File: src/hw/hpms_regs.vh
// Purpose: constants for the host port pin mode select block
// Assumes: 50 MHz system clock
// Notes:   mode codes and word width
`ifndef HPMS_REGS_VH
`define HPMS_REGS_VH
`define HPMS_MODE_PAR   2'h0
`define HPMS_MODE_4W    2'h1
`define HPMS_MODE_2W    2'h2
`define HPMS_WORD_W     24
`define HPMS_PAR_W      12
`define HPMS_CNT_W      5
`endif

File: src/hw/hpms_fifo.v
// Purpose: small write queue with valid/ready on both sides
// Assumes: single clock
// Notes:   storage in flip-flops, depth a power of two
module hpms_fifo #(
   parameter WIDTH = 24,
   parameter DEPTH = 4,
   parameter AW    = 2
) (
   input  wire             i_clk,     // Clock
   input  wire             i_rst_b,   // Async reset, low
   input  wire             i_flush,   // Empty the queue
   input  wire             i_valid,   // Write valid
   output wire             o_ready,   // Space free
   input  wire [WIDTH-1:0] i_data,    // Write word
   output wire             o_valid,   // Word available
   input  wire             i_ready,   // Drain accept
   output wire [WIDTH-1:0] o_data     // Head word
);
   reg [WIDTH-1:0] mem_reg [0:DEPTH-1];
   reg [AW-1:0]    wr_reg;
   reg [AW-1:0]    rd_reg;
   reg [AW:0]      cnt_reg;
   wire            push;
   wire            pop;

   // Honest full and empty from the count
   assign o_ready = (cnt_reg != DEPTH[AW:0]);
   assign o_valid = (cnt_reg != {(AW+1){1'b0}});
   assign o_data  = mem_reg[rd_reg];
   assign push    = i_valid & o_ready;
   assign pop     = o_valid & i_ready;

   // Pointers and count
   always @(posedge i_clk or negedge i_rst_b) begin
      if (!i_rst_b) begin
         wr_reg  <= {AW{1'b0}};
         rd_reg  <= {AW{1'b0}};
         cnt_reg <= {(AW+1){1'b0}};
      end else if (i_flush) begin
         wr_reg  <= {AW{1'b0}};
         rd_reg  <= {AW{1'b0}};
         cnt_reg <= {(AW+1){1'b0}};
      end else begin
         if (push) wr_reg <= wr_reg + 1'b1;
         if (pop) rd_reg <= rd_reg + 1'b1;
         if (push & ~pop) cnt_reg <= cnt_reg + 1'b1;
         else if (pop & ~push) cnt_reg <= cnt_reg - 1'b1;
      end
   end

   // Storage, no reset needed on data
   always @(posedge i_clk) begin
      if (push) mem_reg[wr_reg] <= i_data;
   end
endmodule // hpms_fifo

File: src/hw/hpms_top.v
// Purpose: host port pin mode select with serial capture and write queue
// Assumes: serial clocks sampled by i_clk; serial clock well below i_clk / 4
// Notes:   two-wire mode captures bytes only; protocol decode lies outside
`include "hpms_regs.vh"
module hpms_top #(
   parameter WORD_W = `HPMS_WORD_W,
   parameter DEPTH  = 4
) (
   input  wire              i_clk,        // 50 MHz clock
   input  wire              i_rst_b,      // Async reset, low
   input  wire              i_host_port_type_select, // 1 = serial
   input  wire              i_reset_pin_b,   // Device reset pin, low
   input  wire              i_clear_input_b, // Clear pin, low
   input  wire              i_busy_b,     // Busy, low = interfaces off
   input  wire              i_queue_en,   // Write queue enable pin
   input  wire              i_sync_b,     // Four-wire frame select, low
   input  wire              i_wr_b,       // Parallel write strobe, low
   input  wire [`HPMS_PAR_W-1:0] i_par_data, // Data pins, bits 11..0
   input  wire              i_data_bit_12_clock_pin, // Serial clock pin
   input  wire              i_data_bit_10_clock_pin, // Unused clock alias
   input  wire [WORD_W-1:0] i_rb_word,    // Readback word
   input  wire              i_rb_load,    // Load readback word
   output reg               o_sdo,        // Four-wire serial out
   output reg               o_sdo_oe,     // Serial out enable
   output reg               o_sda_o,      // Two-wire data out (low only)
   output reg               o_sda_oe,     // High while pulling low
   input  wire              i_ack_req,    // Request ack pull-down
   output reg  [1:0]        o_mode,       // Selected port mode
   output reg               o_queue_on,   // Queue enabled
   output reg               o_word_valid, // Word out valid
   output reg  [WORD_W-1:0] o_word,       // Word out
   input  wire              i_word_ready, // Consumer ready
   output reg               o_wr_ready    // Queue can take a write
);
   // Two-flop synchronisers for every pin
   localparam NS = 8;
   reg [NS-1:0] s1_reg;
   reg [NS-1:0] s2_reg;
   reg          sclk_d_reg;
   reg          wr_d_reg;
   reg          clr_d_reg;
   reg          rst_d_reg;
   reg [2:0]    first_reg;    // Walks a one to the edge after the pins settle
   reg          qen1_reg;     // Queue enable pin, first stage
   reg          qen2_reg;     // Queue enable pin, second stage
   reg [`HPMS_PAR_W-1:0] pd1_reg; // Data pins, first stage
   reg [`HPMS_PAR_W-1:0] pd2_reg; // Data pins, second stage
   wire ser   = s2_reg[0];
   wire sel9  = s2_reg[1];
   wire sclk  = s2_reg[2];
   wire sdin  = s2_reg[3];
   wire busy_b= s2_reg[4];
   wire wr_b  = s2_reg[5];
   wire clr_b = s2_reg[6];
   wire rst_b = s2_reg[7];
   wire [NS-1:0] pins = {i_reset_pin_b, i_clear_input_b, i_wr_b, i_busy_b,
                         i_par_data[11], i_data_bit_12_clock_pin,
                         i_par_data[9], i_host_port_type_select};

   always @(posedge i_clk or negedge i_rst_b) begin
      if (!i_rst_b) begin
         // Reset values equal the idle pin levels, so no false edge follows reset
         s1_reg   <= 8'hFC;
         s2_reg   <= 8'hFC;
         qen1_reg <= 1'b0;
         qen2_reg <= 1'b0;
         pd1_reg  <= {`HPMS_PAR_W{1'b0}};
         pd2_reg  <= {`HPMS_PAR_W{1'b0}};
      end else begin
         s1_reg   <= pins;
         s2_reg   <= s1_reg;
         qen1_reg <= i_queue_en;
         qen2_reg <= qen1_reg;
         pd1_reg  <= i_par_data;           // Same delay as the strobe
         pd2_reg  <= pd1_reg;
      end
   end

   // Edge detectors read only the second stage
   wire sclk_fall = sclk_d_reg & ~sclk;
   wire sclk_rise = ~sclk_d_reg & sclk;
   wire wr_rise   = ~wr_d_reg & wr_b;
   wire clr_fall  = clr_d_reg & ~clr_b;
   wire rst_fall  = rst_d_reg & ~rst_b;
   // Power-up sample waits until the synchronised pin holds a real level
   wire resample  = first_reg[2] | clr_fall | rst_fall;

   // Mode decode; bit 10 alias is left unused by choice
   reg [1:0] mode_next;
   always @* begin
      if (!ser) mode_next = `HPMS_MODE_PAR;
      else if (!sel9) mode_next = `HPMS_MODE_4W;
      else mode_next = `HPMS_MODE_2W;
   end

   // Frame select for four-wire mode
   reg [1:0] sy1_reg;
   wire sync_b = sy1_reg[1];
   always @(posedge i_clk or negedge i_rst_b) begin
      if (!i_rst_b) sy1_reg <= 2'h3;
      else sy1_reg <= {sy1_reg[0], i_sync_b};
   end

   // Shift state and queue feed
   reg [WORD_W-1:0]     sh_reg;
   reg [`HPMS_CNT_W-1:0] cnt_reg;
   reg [WORD_W-1:0]     rb_reg;
   reg                  push_reg;
   reg [WORD_W-1:0]     push_data_reg;
   reg [7:0]            b_reg;
   reg [3:0]            bcnt_reg;
   wire q_ready;
   wire q_valid;
   wire [WORD_W-1:0] q_data;
   wire active = busy_b;
   wire q_use  = o_queue_on & (o_mode == `HPMS_MODE_PAR);

   always @(posedge i_clk or negedge i_rst_b) begin
      if (!i_rst_b) begin
         sclk_d_reg   <= 1'b1;
         wr_d_reg     <= 1'b1;
         clr_d_reg    <= 1'b1;
         rst_d_reg    <= 1'b1;
         first_reg    <= 3'h1;
         o_mode       <= `HPMS_MODE_PAR;
         o_queue_on   <= 1'b0;
         sh_reg       <= {WORD_W{1'b0}};
         cnt_reg      <= {`HPMS_CNT_W{1'b0}};
         rb_reg       <= {WORD_W{1'b0}};
         push_reg     <= 1'b0;
         push_data_reg<= {WORD_W{1'b0}};
         b_reg        <= 8'h00;
         bcnt_reg     <= 4'h0;
         o_sdo        <= 1'b0;
         o_sdo_oe     <= 1'b0;
         o_sda_o      <= 1'b0;
         o_sda_oe     <= 1'b0;
         o_wr_ready   <= 1'b0;
      end else begin
         sclk_d_reg <= sclk;
         wr_d_reg   <= wr_b;
         clr_d_reg  <= clr_b;
         rst_d_reg  <= rst_b;
         first_reg  <= {first_reg[1:0], 1'b0};
         o_mode     <= mode_next;
         push_reg   <= 1'b0;
         // Latch queue enable at power-up, clear and reset; serial mode forces it off
         if (resample)
            o_queue_on <= qen2_reg & ~ser;
         else
            o_queue_on <= o_queue_on & ~ser;
         o_wr_ready <= q_use ? q_ready : 1'b1;
         o_sdo_oe   <= active & (o_mode == `HPMS_MODE_4W) & ~sync_b;
         o_sda_o    <= 1'b0;
         o_sda_oe   <= active & (o_mode == `HPMS_MODE_2W) & i_ack_req;
         if (i_rb_load) rb_reg <= i_rb_word;
         if (!active) begin
            cnt_reg  <= {`HPMS_CNT_W{1'b0}};
            bcnt_reg <= 4'h0;
         end else if (o_mode == `HPMS_MODE_PAR) begin
            if (wr_rise) begin
               push_reg      <= 1'b1;
               push_data_reg <= {{(WORD_W-`HPMS_PAR_W){1'b0}}, pd2_reg};
            end
         end else if (o_mode == `HPMS_MODE_4W) begin
            // Between frames the first readback bit waits on the pin for the first fall
            if (sync_b) begin
               cnt_reg <= {`HPMS_CNT_W{1'b0}};
               o_sdo   <= rb_reg[WORD_W-1];
            end else if (sclk_fall) begin
               sh_reg <= {sh_reg[WORD_W-2:0], sdin};
               if (cnt_reg == WORD_W[`HPMS_CNT_W-1:0] - 1'b1) begin
                  cnt_reg       <= {`HPMS_CNT_W{1'b0}};
                  push_reg      <= 1'b1;
                  push_data_reg <= {sh_reg[WORD_W-2:0], sdin};
               end else cnt_reg <= cnt_reg + 1'b1;
            end
            if (sclk_rise & ~sync_b) begin
               o_sdo  <= rb_reg[WORD_W-2];                 // Next bit, MSB already out
               rb_reg <= {rb_reg[WORD_W-2:0], 1'b0};
            end
         end else begin
            // Host clock rate is free, any rate well below i_clk / 4; the bench runs a 160 ns clock
            if (sclk_rise) begin
               b_reg <= {b_reg[6:0], sdin};
               if (bcnt_reg == 4'h7) begin
                  bcnt_reg      <= 4'h0;
                  push_reg      <= 1'b1;
                  push_data_reg <= {{(WORD_W-8){1'b0}}, b_reg[6:0], sdin};
               end else bcnt_reg <= bcnt_reg + 1'b1;
            end
         end
      end
   end

   // Queue only in parallel mode with queue enabled; else bypass
   wire bypass_ready = ~o_word_valid | i_word_ready;
   hpms_fifo #(.WIDTH(WORD_W), .DEPTH(DEPTH), .AW(2)) u_fifo (
      .i_clk   (i_clk),
      .i_rst_b (i_rst_b),
      .i_flush (~q_use),
      .i_valid (push_reg & q_use),
      .o_ready (q_ready),
      .i_data  (push_data_reg),
      .o_valid (q_valid),
      .i_ready (q_use & bypass_ready),
      .o_data  (q_data)
   );

   // Output word register, drained by consumer
   always @(posedge i_clk or negedge i_rst_b) begin
      if (!i_rst_b) begin
         o_word_valid <= 1'b0;
         o_word       <= {WORD_W{1'b0}};
      end else if (bypass_ready) begin
         if (q_use) begin
            o_word_valid <= q_valid;
            o_word       <= q_data;
         end else begin
            o_word_valid <= push_reg;
            o_word       <= push_data_reg;
         end
      end
   end
endmodule // hpms_top

File: config.mk
export PLATFORM = sky130hd
export DESIGN_NAME = hpms_top
export DESIGN_NICKNAME = d
export VERILOG_FILES = /design/src/hw/hpms_fifo.v /design/src/hw/hpms_top.v
export VERILOG_INCLUDE_DIRS = /design/src /design/src/hw
export SDC_FILE = /design/constraint.sdc
export NUM_CORES = 1
export LEC_CHECK = 0
export BUFFER_PORTS_ARGS = -buffer_cell sky130_fd_sc_hd__clkbuf_2
export CORE_ASPECT_RATIO = 2
export CORE_MARGIN = 2
export CORE_UTILIZATION = 30
export CTS_CLUSTER_SIZE = 14
export DETAILED_ROUTE_END_ITERATION = 6
export GPL_TIMING_DRIVEN = 0
export SLEW_MARGIN = 20
export SYNTH_ARGS = -nofsm -noshare
export SYNTH_HDL_FRONTEND = slang
export SYNTH_HIERARCHICAL = 1
export SYNTH_SLANG_ARGS = --single-unit
File: constraint.sdc
create_clock -name i_clk -period 4.2 [get_ports i_clk]
set_input_delay 0 -clock i_clk [delete_from_list [all_inputs] [get_ports i_clk]]
set_output_delay 0 -clock i_clk [all_outputs]
set_load 0.05 [all_outputs]
Word-level counts from Yosys, hierarchy flattened
Memory sizes are Yosys's and may differ from the RTL's.
Cells that the tools add are included.
Cells by class
  $lt $le $gt $ge: 0
  $add $sub $neg: 6
  reductions and logical operators: 11
  equality and inequality tests: 17
  bitwise logic cells: 34
  mux-type cells: 50
  shift operators: 0
  multiply operators: 0
  div/mod/pow operators: 0
Operators by type and width (number)
  24-bit two-way mux: 14
  5-bit two-way mux: 6
  4-bit two-way mux: 5
  1-bit AND: 19
  1-bit two-way mux: 16
  2-bit two-way mux: 6
  1-bit inverter: 12
  3-bit two-way mux: 3
  3-bit != test (second input constant): 3
  3-bit nonzero test: 3
  2-bit by 1-bit != test with 1-bit output (second input constant): 4
  4-bit AND reduction: 2
  7-bit AND reduction: 1
  2-bit != test (second input constant): 3
  3-bit by 1-bit != test with 1-bit output (second input constant): 2
  3-bit AND reduction: 2
  5-bit by 1-bit adder with 5-bit output (second input constant): 1
  5-bit == test (second input constant): 1
  5-bit AND reduction: 1
  2-bit by 1-bit adder with 2-bit output (second input constant): 2
  4-bit by 1-bit adder with 4-bit output (second input constant): 1
  4-bit by 3-bit == test with 1-bit output (second input constant): 1
  3-bit by 1-bit adder with 3-bit output (second input constant): 1
  3-bit by 2-bit != test with 1-bit output (second input constant): 1
  other kinds (6): 8
Storage, ports and cells
  logic and storage cells: 149
  flip-flop bits (word level): 178
  bits in latches: 0
  memory bits (read-only): 0
  memories: 1
  output and inout port bits: 33
  memory bits (writable): 96
Memory list
  u_fifo.mem_reg: depth 4, bits a word 24, read ports 1, clocked after memory_dff 0, wr ports 1, line hpms_fifo.v:19  | reg [WIDTH-1:0] mem_reg [0:DEPTH-1];

Logic depth before layout (Yosys ltp)
  word-level depth: 9
  mapped depth: 14

Cells and area by module
Netlist, hierarchy kept.
Modules (own cells, without submodules)
  hpms_top: cells each 507, sequential area each 4252.8 um^2, times used 1, area an instance 6658.9 um^2
  hpms_fifo: cells each 186, sequential area each 3057.9 um^2, times used 1, area an instance 3992.6 um^2

Least setup slack after synthesis
No wires, ideal clock.
  path kind: flip-flop to flip-flop
  start point: reg o_mode[0]
  end point: reg u_fifo.cnt_reg[2]
  buffers on the path: 4
  period minus slack after synthesis: 3.074 ns
  arrival: 2.980 ns
  stages on the path, launching flop included: 15
  required time: 4.106 ns
  slack: 1.126 ns
  library setup time: 0.094 ns
  cell sequence: dfrtp_1 > buf_6 > nor2_2 > and2_1 > buf_4 > buf_6 > inv_1 > nor2_1 > buf_2 > o21ai_0 > and3_1 > fa_1 > and3b_1 > a21o_1 > a211oi_1
On the way
  longest elaborated chain between the ends: 8
  elaborated cells between the ends (all ways): 13
RTL lines
  start: declaration: line hpms_top.v:28  | output reg [1:0] o_mode,
  start signal: assignment: line hpms_top.v:125  | o_mode <= `HPMS_MODE_PAR;
  start signal: assignment: line hpms_top.v:145  | o_mode <= mode_next;
  2-bit zero test (no source line) (*)
  1-bit AND (*): line hpms_top.v:116  | wire q_use = o_queue_on & (o_mode == `HPMS_MODE_PAR);
  1-bit AND: line hpms_top.v:206  | .i_ready (q_use & bypass_ready),
  1-bit AND: line hpms_fifo.v:31  | assign pop = o_valid & i_ready;
  1-bit inverter: line hpms_fifo.v:46  | if (push & ~pop) cnt_reg <= cnt_reg + 1'b1;
  1-bit AND: line hpms_fifo.v:46
  3-bit two-way mux: line hpms_fifo.v:46
  3-bit two-way mux: line hpms_fifo.v:39  | end else if (i_flush) begin
  end signal: assignment: line hpms_fifo.v:38  | cnt_reg <= {(AW+1){1'b0}};
  end signal: assignment: line hpms_fifo.v:46
  end signal: assignment: line hpms_fifo.v:47  | else if (pop & ~push) cnt_reg <= cnt_reg - 1'b1;
  end: declaration: line hpms_fifo.v:22  | reg [AW:0] cnt_reg;
Every way passes the cells marked *; elsewhere a longest branch is shown, timed or not.
A chain may end at the register's enable or synchronous reset.

Worst setup path in the final report
Same ends and word-level chain as after synthesis.

==> reports/qor.yml <==
status: "finished clean"
yosys_warnings: 6
dieArea_sq_mm: 0.0371
synth_area_leaders: "dfrtp_1, edfxtp_1, mux2i_1, mux4_2, dfstp_2"
max-cap-violations: 0
start_util: 0.304
synthesis.instances: 693
grt_first_pass_wirelength_um: 34800
core_region_area_sq_mm: 0.0351
final-instance-count-excl-fill: 1318
cp-start-kind: "flip-flop"
drv_slew: 0
avgRoutedWirePerCell_um: 16.2
post-synth-top-count-cell: "dfrtp_1"
port_buffers: 79
root_buffer: "clkbuf_16"
ctsHtreeMaxLevel: 1
slew_headroom: 0.514
first_global_vias: 6618
cpMostUsedCell: "buf_6"
hold_class: "input port to flip-flop"
synth_top_area_cell: "dfrtp_1"
detailed_place.area_sq_mm: 0.0117
io_pins: 83
cp_data_arrival_time_ns: 3.66
drive_above_1_share: 0.275
antennaDiodeCount: 0
clkLatencyLatePin_ns: 0.54
irDropWorstVdd_mv: 0.316
power_density_over_the_cells_mw_per_mm2: 439
postSynthAreaPerCell_sq_um: 15.4
synth_flop_cell: "dfrtp_1"
crit_family: "simple AND/OR/NAND/NOR gates"
count_of_buffer_and_inverter_cells_on_the_critical_path: 5
worst-path-max-fanout: 10
cts_setup_buffers: 0
fp.dieH_um: 270
synth_edf_count: 96
dp.final_hpwl_um: 15000
cts-buffers-inserted: 25
worst_setup_hold_path_clk_slew_ns: 0.06
seq_area_frac_synth: 0.686
finalWorstPathRequiredPeriod_ns: 3.25
hold_viol: 0
ant_nets: 0
critical_path.slowest_cell: "fa_1"
cells_along_the_critical_path: "buf_6 -> nor2_2 -> and2_1 -> buf_4 -> buf_6 -> inv_1 -> nor2_1 -> buf_2 -> o21ai_0 -> and3_1 -> fa_1 -> and3b_1 -> a311oi_1 -> a211oi_1"
cts.sinks: 272
drt_iter0_markers: 226
timing.clock.skew_ns: 0.00932
design_area_sq_mm: 0.0130
power_leakage_nw: 5.41
final_min_period_over_clock_period: 0.774
antenna_found_initial: 0
vias_post_dr: 5978
synthDistinctLibCells: 59
routed_wirelength_um: 21400
synth_common_cells: "dfrtp_1, edfxtp_1, mux2i_1, nand2_1"
nets: 911
fmaxAchievable_ghz: 0.308
dpl.cell_count: 1220
drt-pass1-iter-count: 4
finalWeightedCongestion: 0.749
gr-usage-all-layers: 0.120
drt-vias-per-instance: 4.54
timing.critical_path.required_ns: 4.61
post-synth-top-area-fraction: 0.369
clock_path_buffers: 3
syn_area_sq_mm: 0.0107
fp-row-count: 97
die_w_um: 137
syn2layout_area_growth_pct: 22.2
largest_register_ff_count: 96
pin_slew_with_the_least_headroom_to_its_limit_ns: 0.729
setup_total_negative_slack_ns: 0
endpoint_kind: "flip-flop"
final_core_utilization: 0.371
cp_slowest_stage_delay_ns: 0.43
clock_tree_from_tritoncts: "built"
ys_ff_latch: 272
timing.setup.critical_path_class: "flip-flop to flip-flop"
setup-violations-final: 0
drc: 0
asyncSetResetFlopFracSynth: 0.647
grt_start_max_net_pins: 75
rsz0062_at_grt: "no"
globalRouteOverflowTotal: 0
==> per-stage QoR <==
stage / hold WS (ns) / setup WS [ns] / total power (W)
3_5_place_dp: -0.0756 / 0.959 / 0.00348
2_1_floorplan: -0.296 / 1.13 / 0.00330
3_3_place_gp: 0.0886 / -0.245 / 0.00346
4_1_cts: 0.0612 / 0.922 / 0.00582
5_1_grt: 0.0806 / 0.715 / 0.00596
6_report: 0.0880 / 0.950 / 0.00571
==> final timing paths <==
path	start	endpoint	slack, ns	depth (start not counted)
worst max-delay path	o_mode[0]	u_fifo/cnt_reg[2]	0.95	14
worst min-delay path	i_wr_b	s1_reg[5]	0.09	2
worst max register to register	o_mode[0]	u_fifo/cnt_reg[2]	0.95	14
worst min register to register	pd1_reg[4]	pd2_reg[4]	0.34	0
max in group asynchronous	i_rst_b	u_fifo/cnt_reg[1]	2.91	5
min in group asynchronous	i_rst_b	pd1_reg[6]	0.52	4
==> repair_timing <==
item / CTS / global route
resized for setup: 0 / 0
setup endpoints to repair: 0 / 0
hold buffers: 52 / 0
endpoints found under the hold margin: 132 / 0
==> cell families after synthesis <==
group	share of synthesized area
flip-flops	0.686
multiplexers	0.155
AND/OR/NAND/NOR	0.0611
AO/OA/AOI/OAI	0.0601
buffers and inverters	0.0254
adder cells (fa/ha/maj)	0.00893
XOR/XNOR	0.00247
other	0.000352
==> metal layers <==
layer / vias to the layer above / wire length [um] / GRT usage
li1: 2839 / - / -
met1: 2990 / 7640 / 0.122
met2: 101 / 12200 / 0.232
met3: 48 / 696 / 0.0163
met4: 0 / 839 / 0.0572
met5: - / 0 / 0
==> cell usage in the layout, fill, tap and decap left out, drive strengths merged, types with 24 or more instances in the layout <==
master	synthesis	layout
buf	26	29
dfrtp	157	157
clkbuf	11	128
mux2i	64	64
edfxtp	96	96
a21oi	31	31
nor2	40	40
mux2	41	41
mux4	24	24
dlygate4sd3	0	51
o21ai	40	40
nand2	43	43
==> cell type report <==
| class | count | area [sq um] |
|---|---|---|
| multi-input combinational | 369 | 3080 |
| tap | 445 | 557 |
| clock buffer | 38 | 704 |
| clock inverter | 8 | 109 |
| sequential | 272 | 7310 |
| fill | 3276 | 22100 |
| timing repair buffer | 133 | 990 |
| inverter | 16 | 60.1 |
| buffer | 37 | 210 |
==> power by group <==
part           leakage (nW)  internal (W)  switching (W)  total (W)
sequential             3.10       0.00289      0.0000911    0.00298
combinational          1.92      0.000182       0.000291   0.000473
clock                 0.399       0.00129       0.000966    0.00226
No activity file was read; power rests on OpenSTA's default activity.
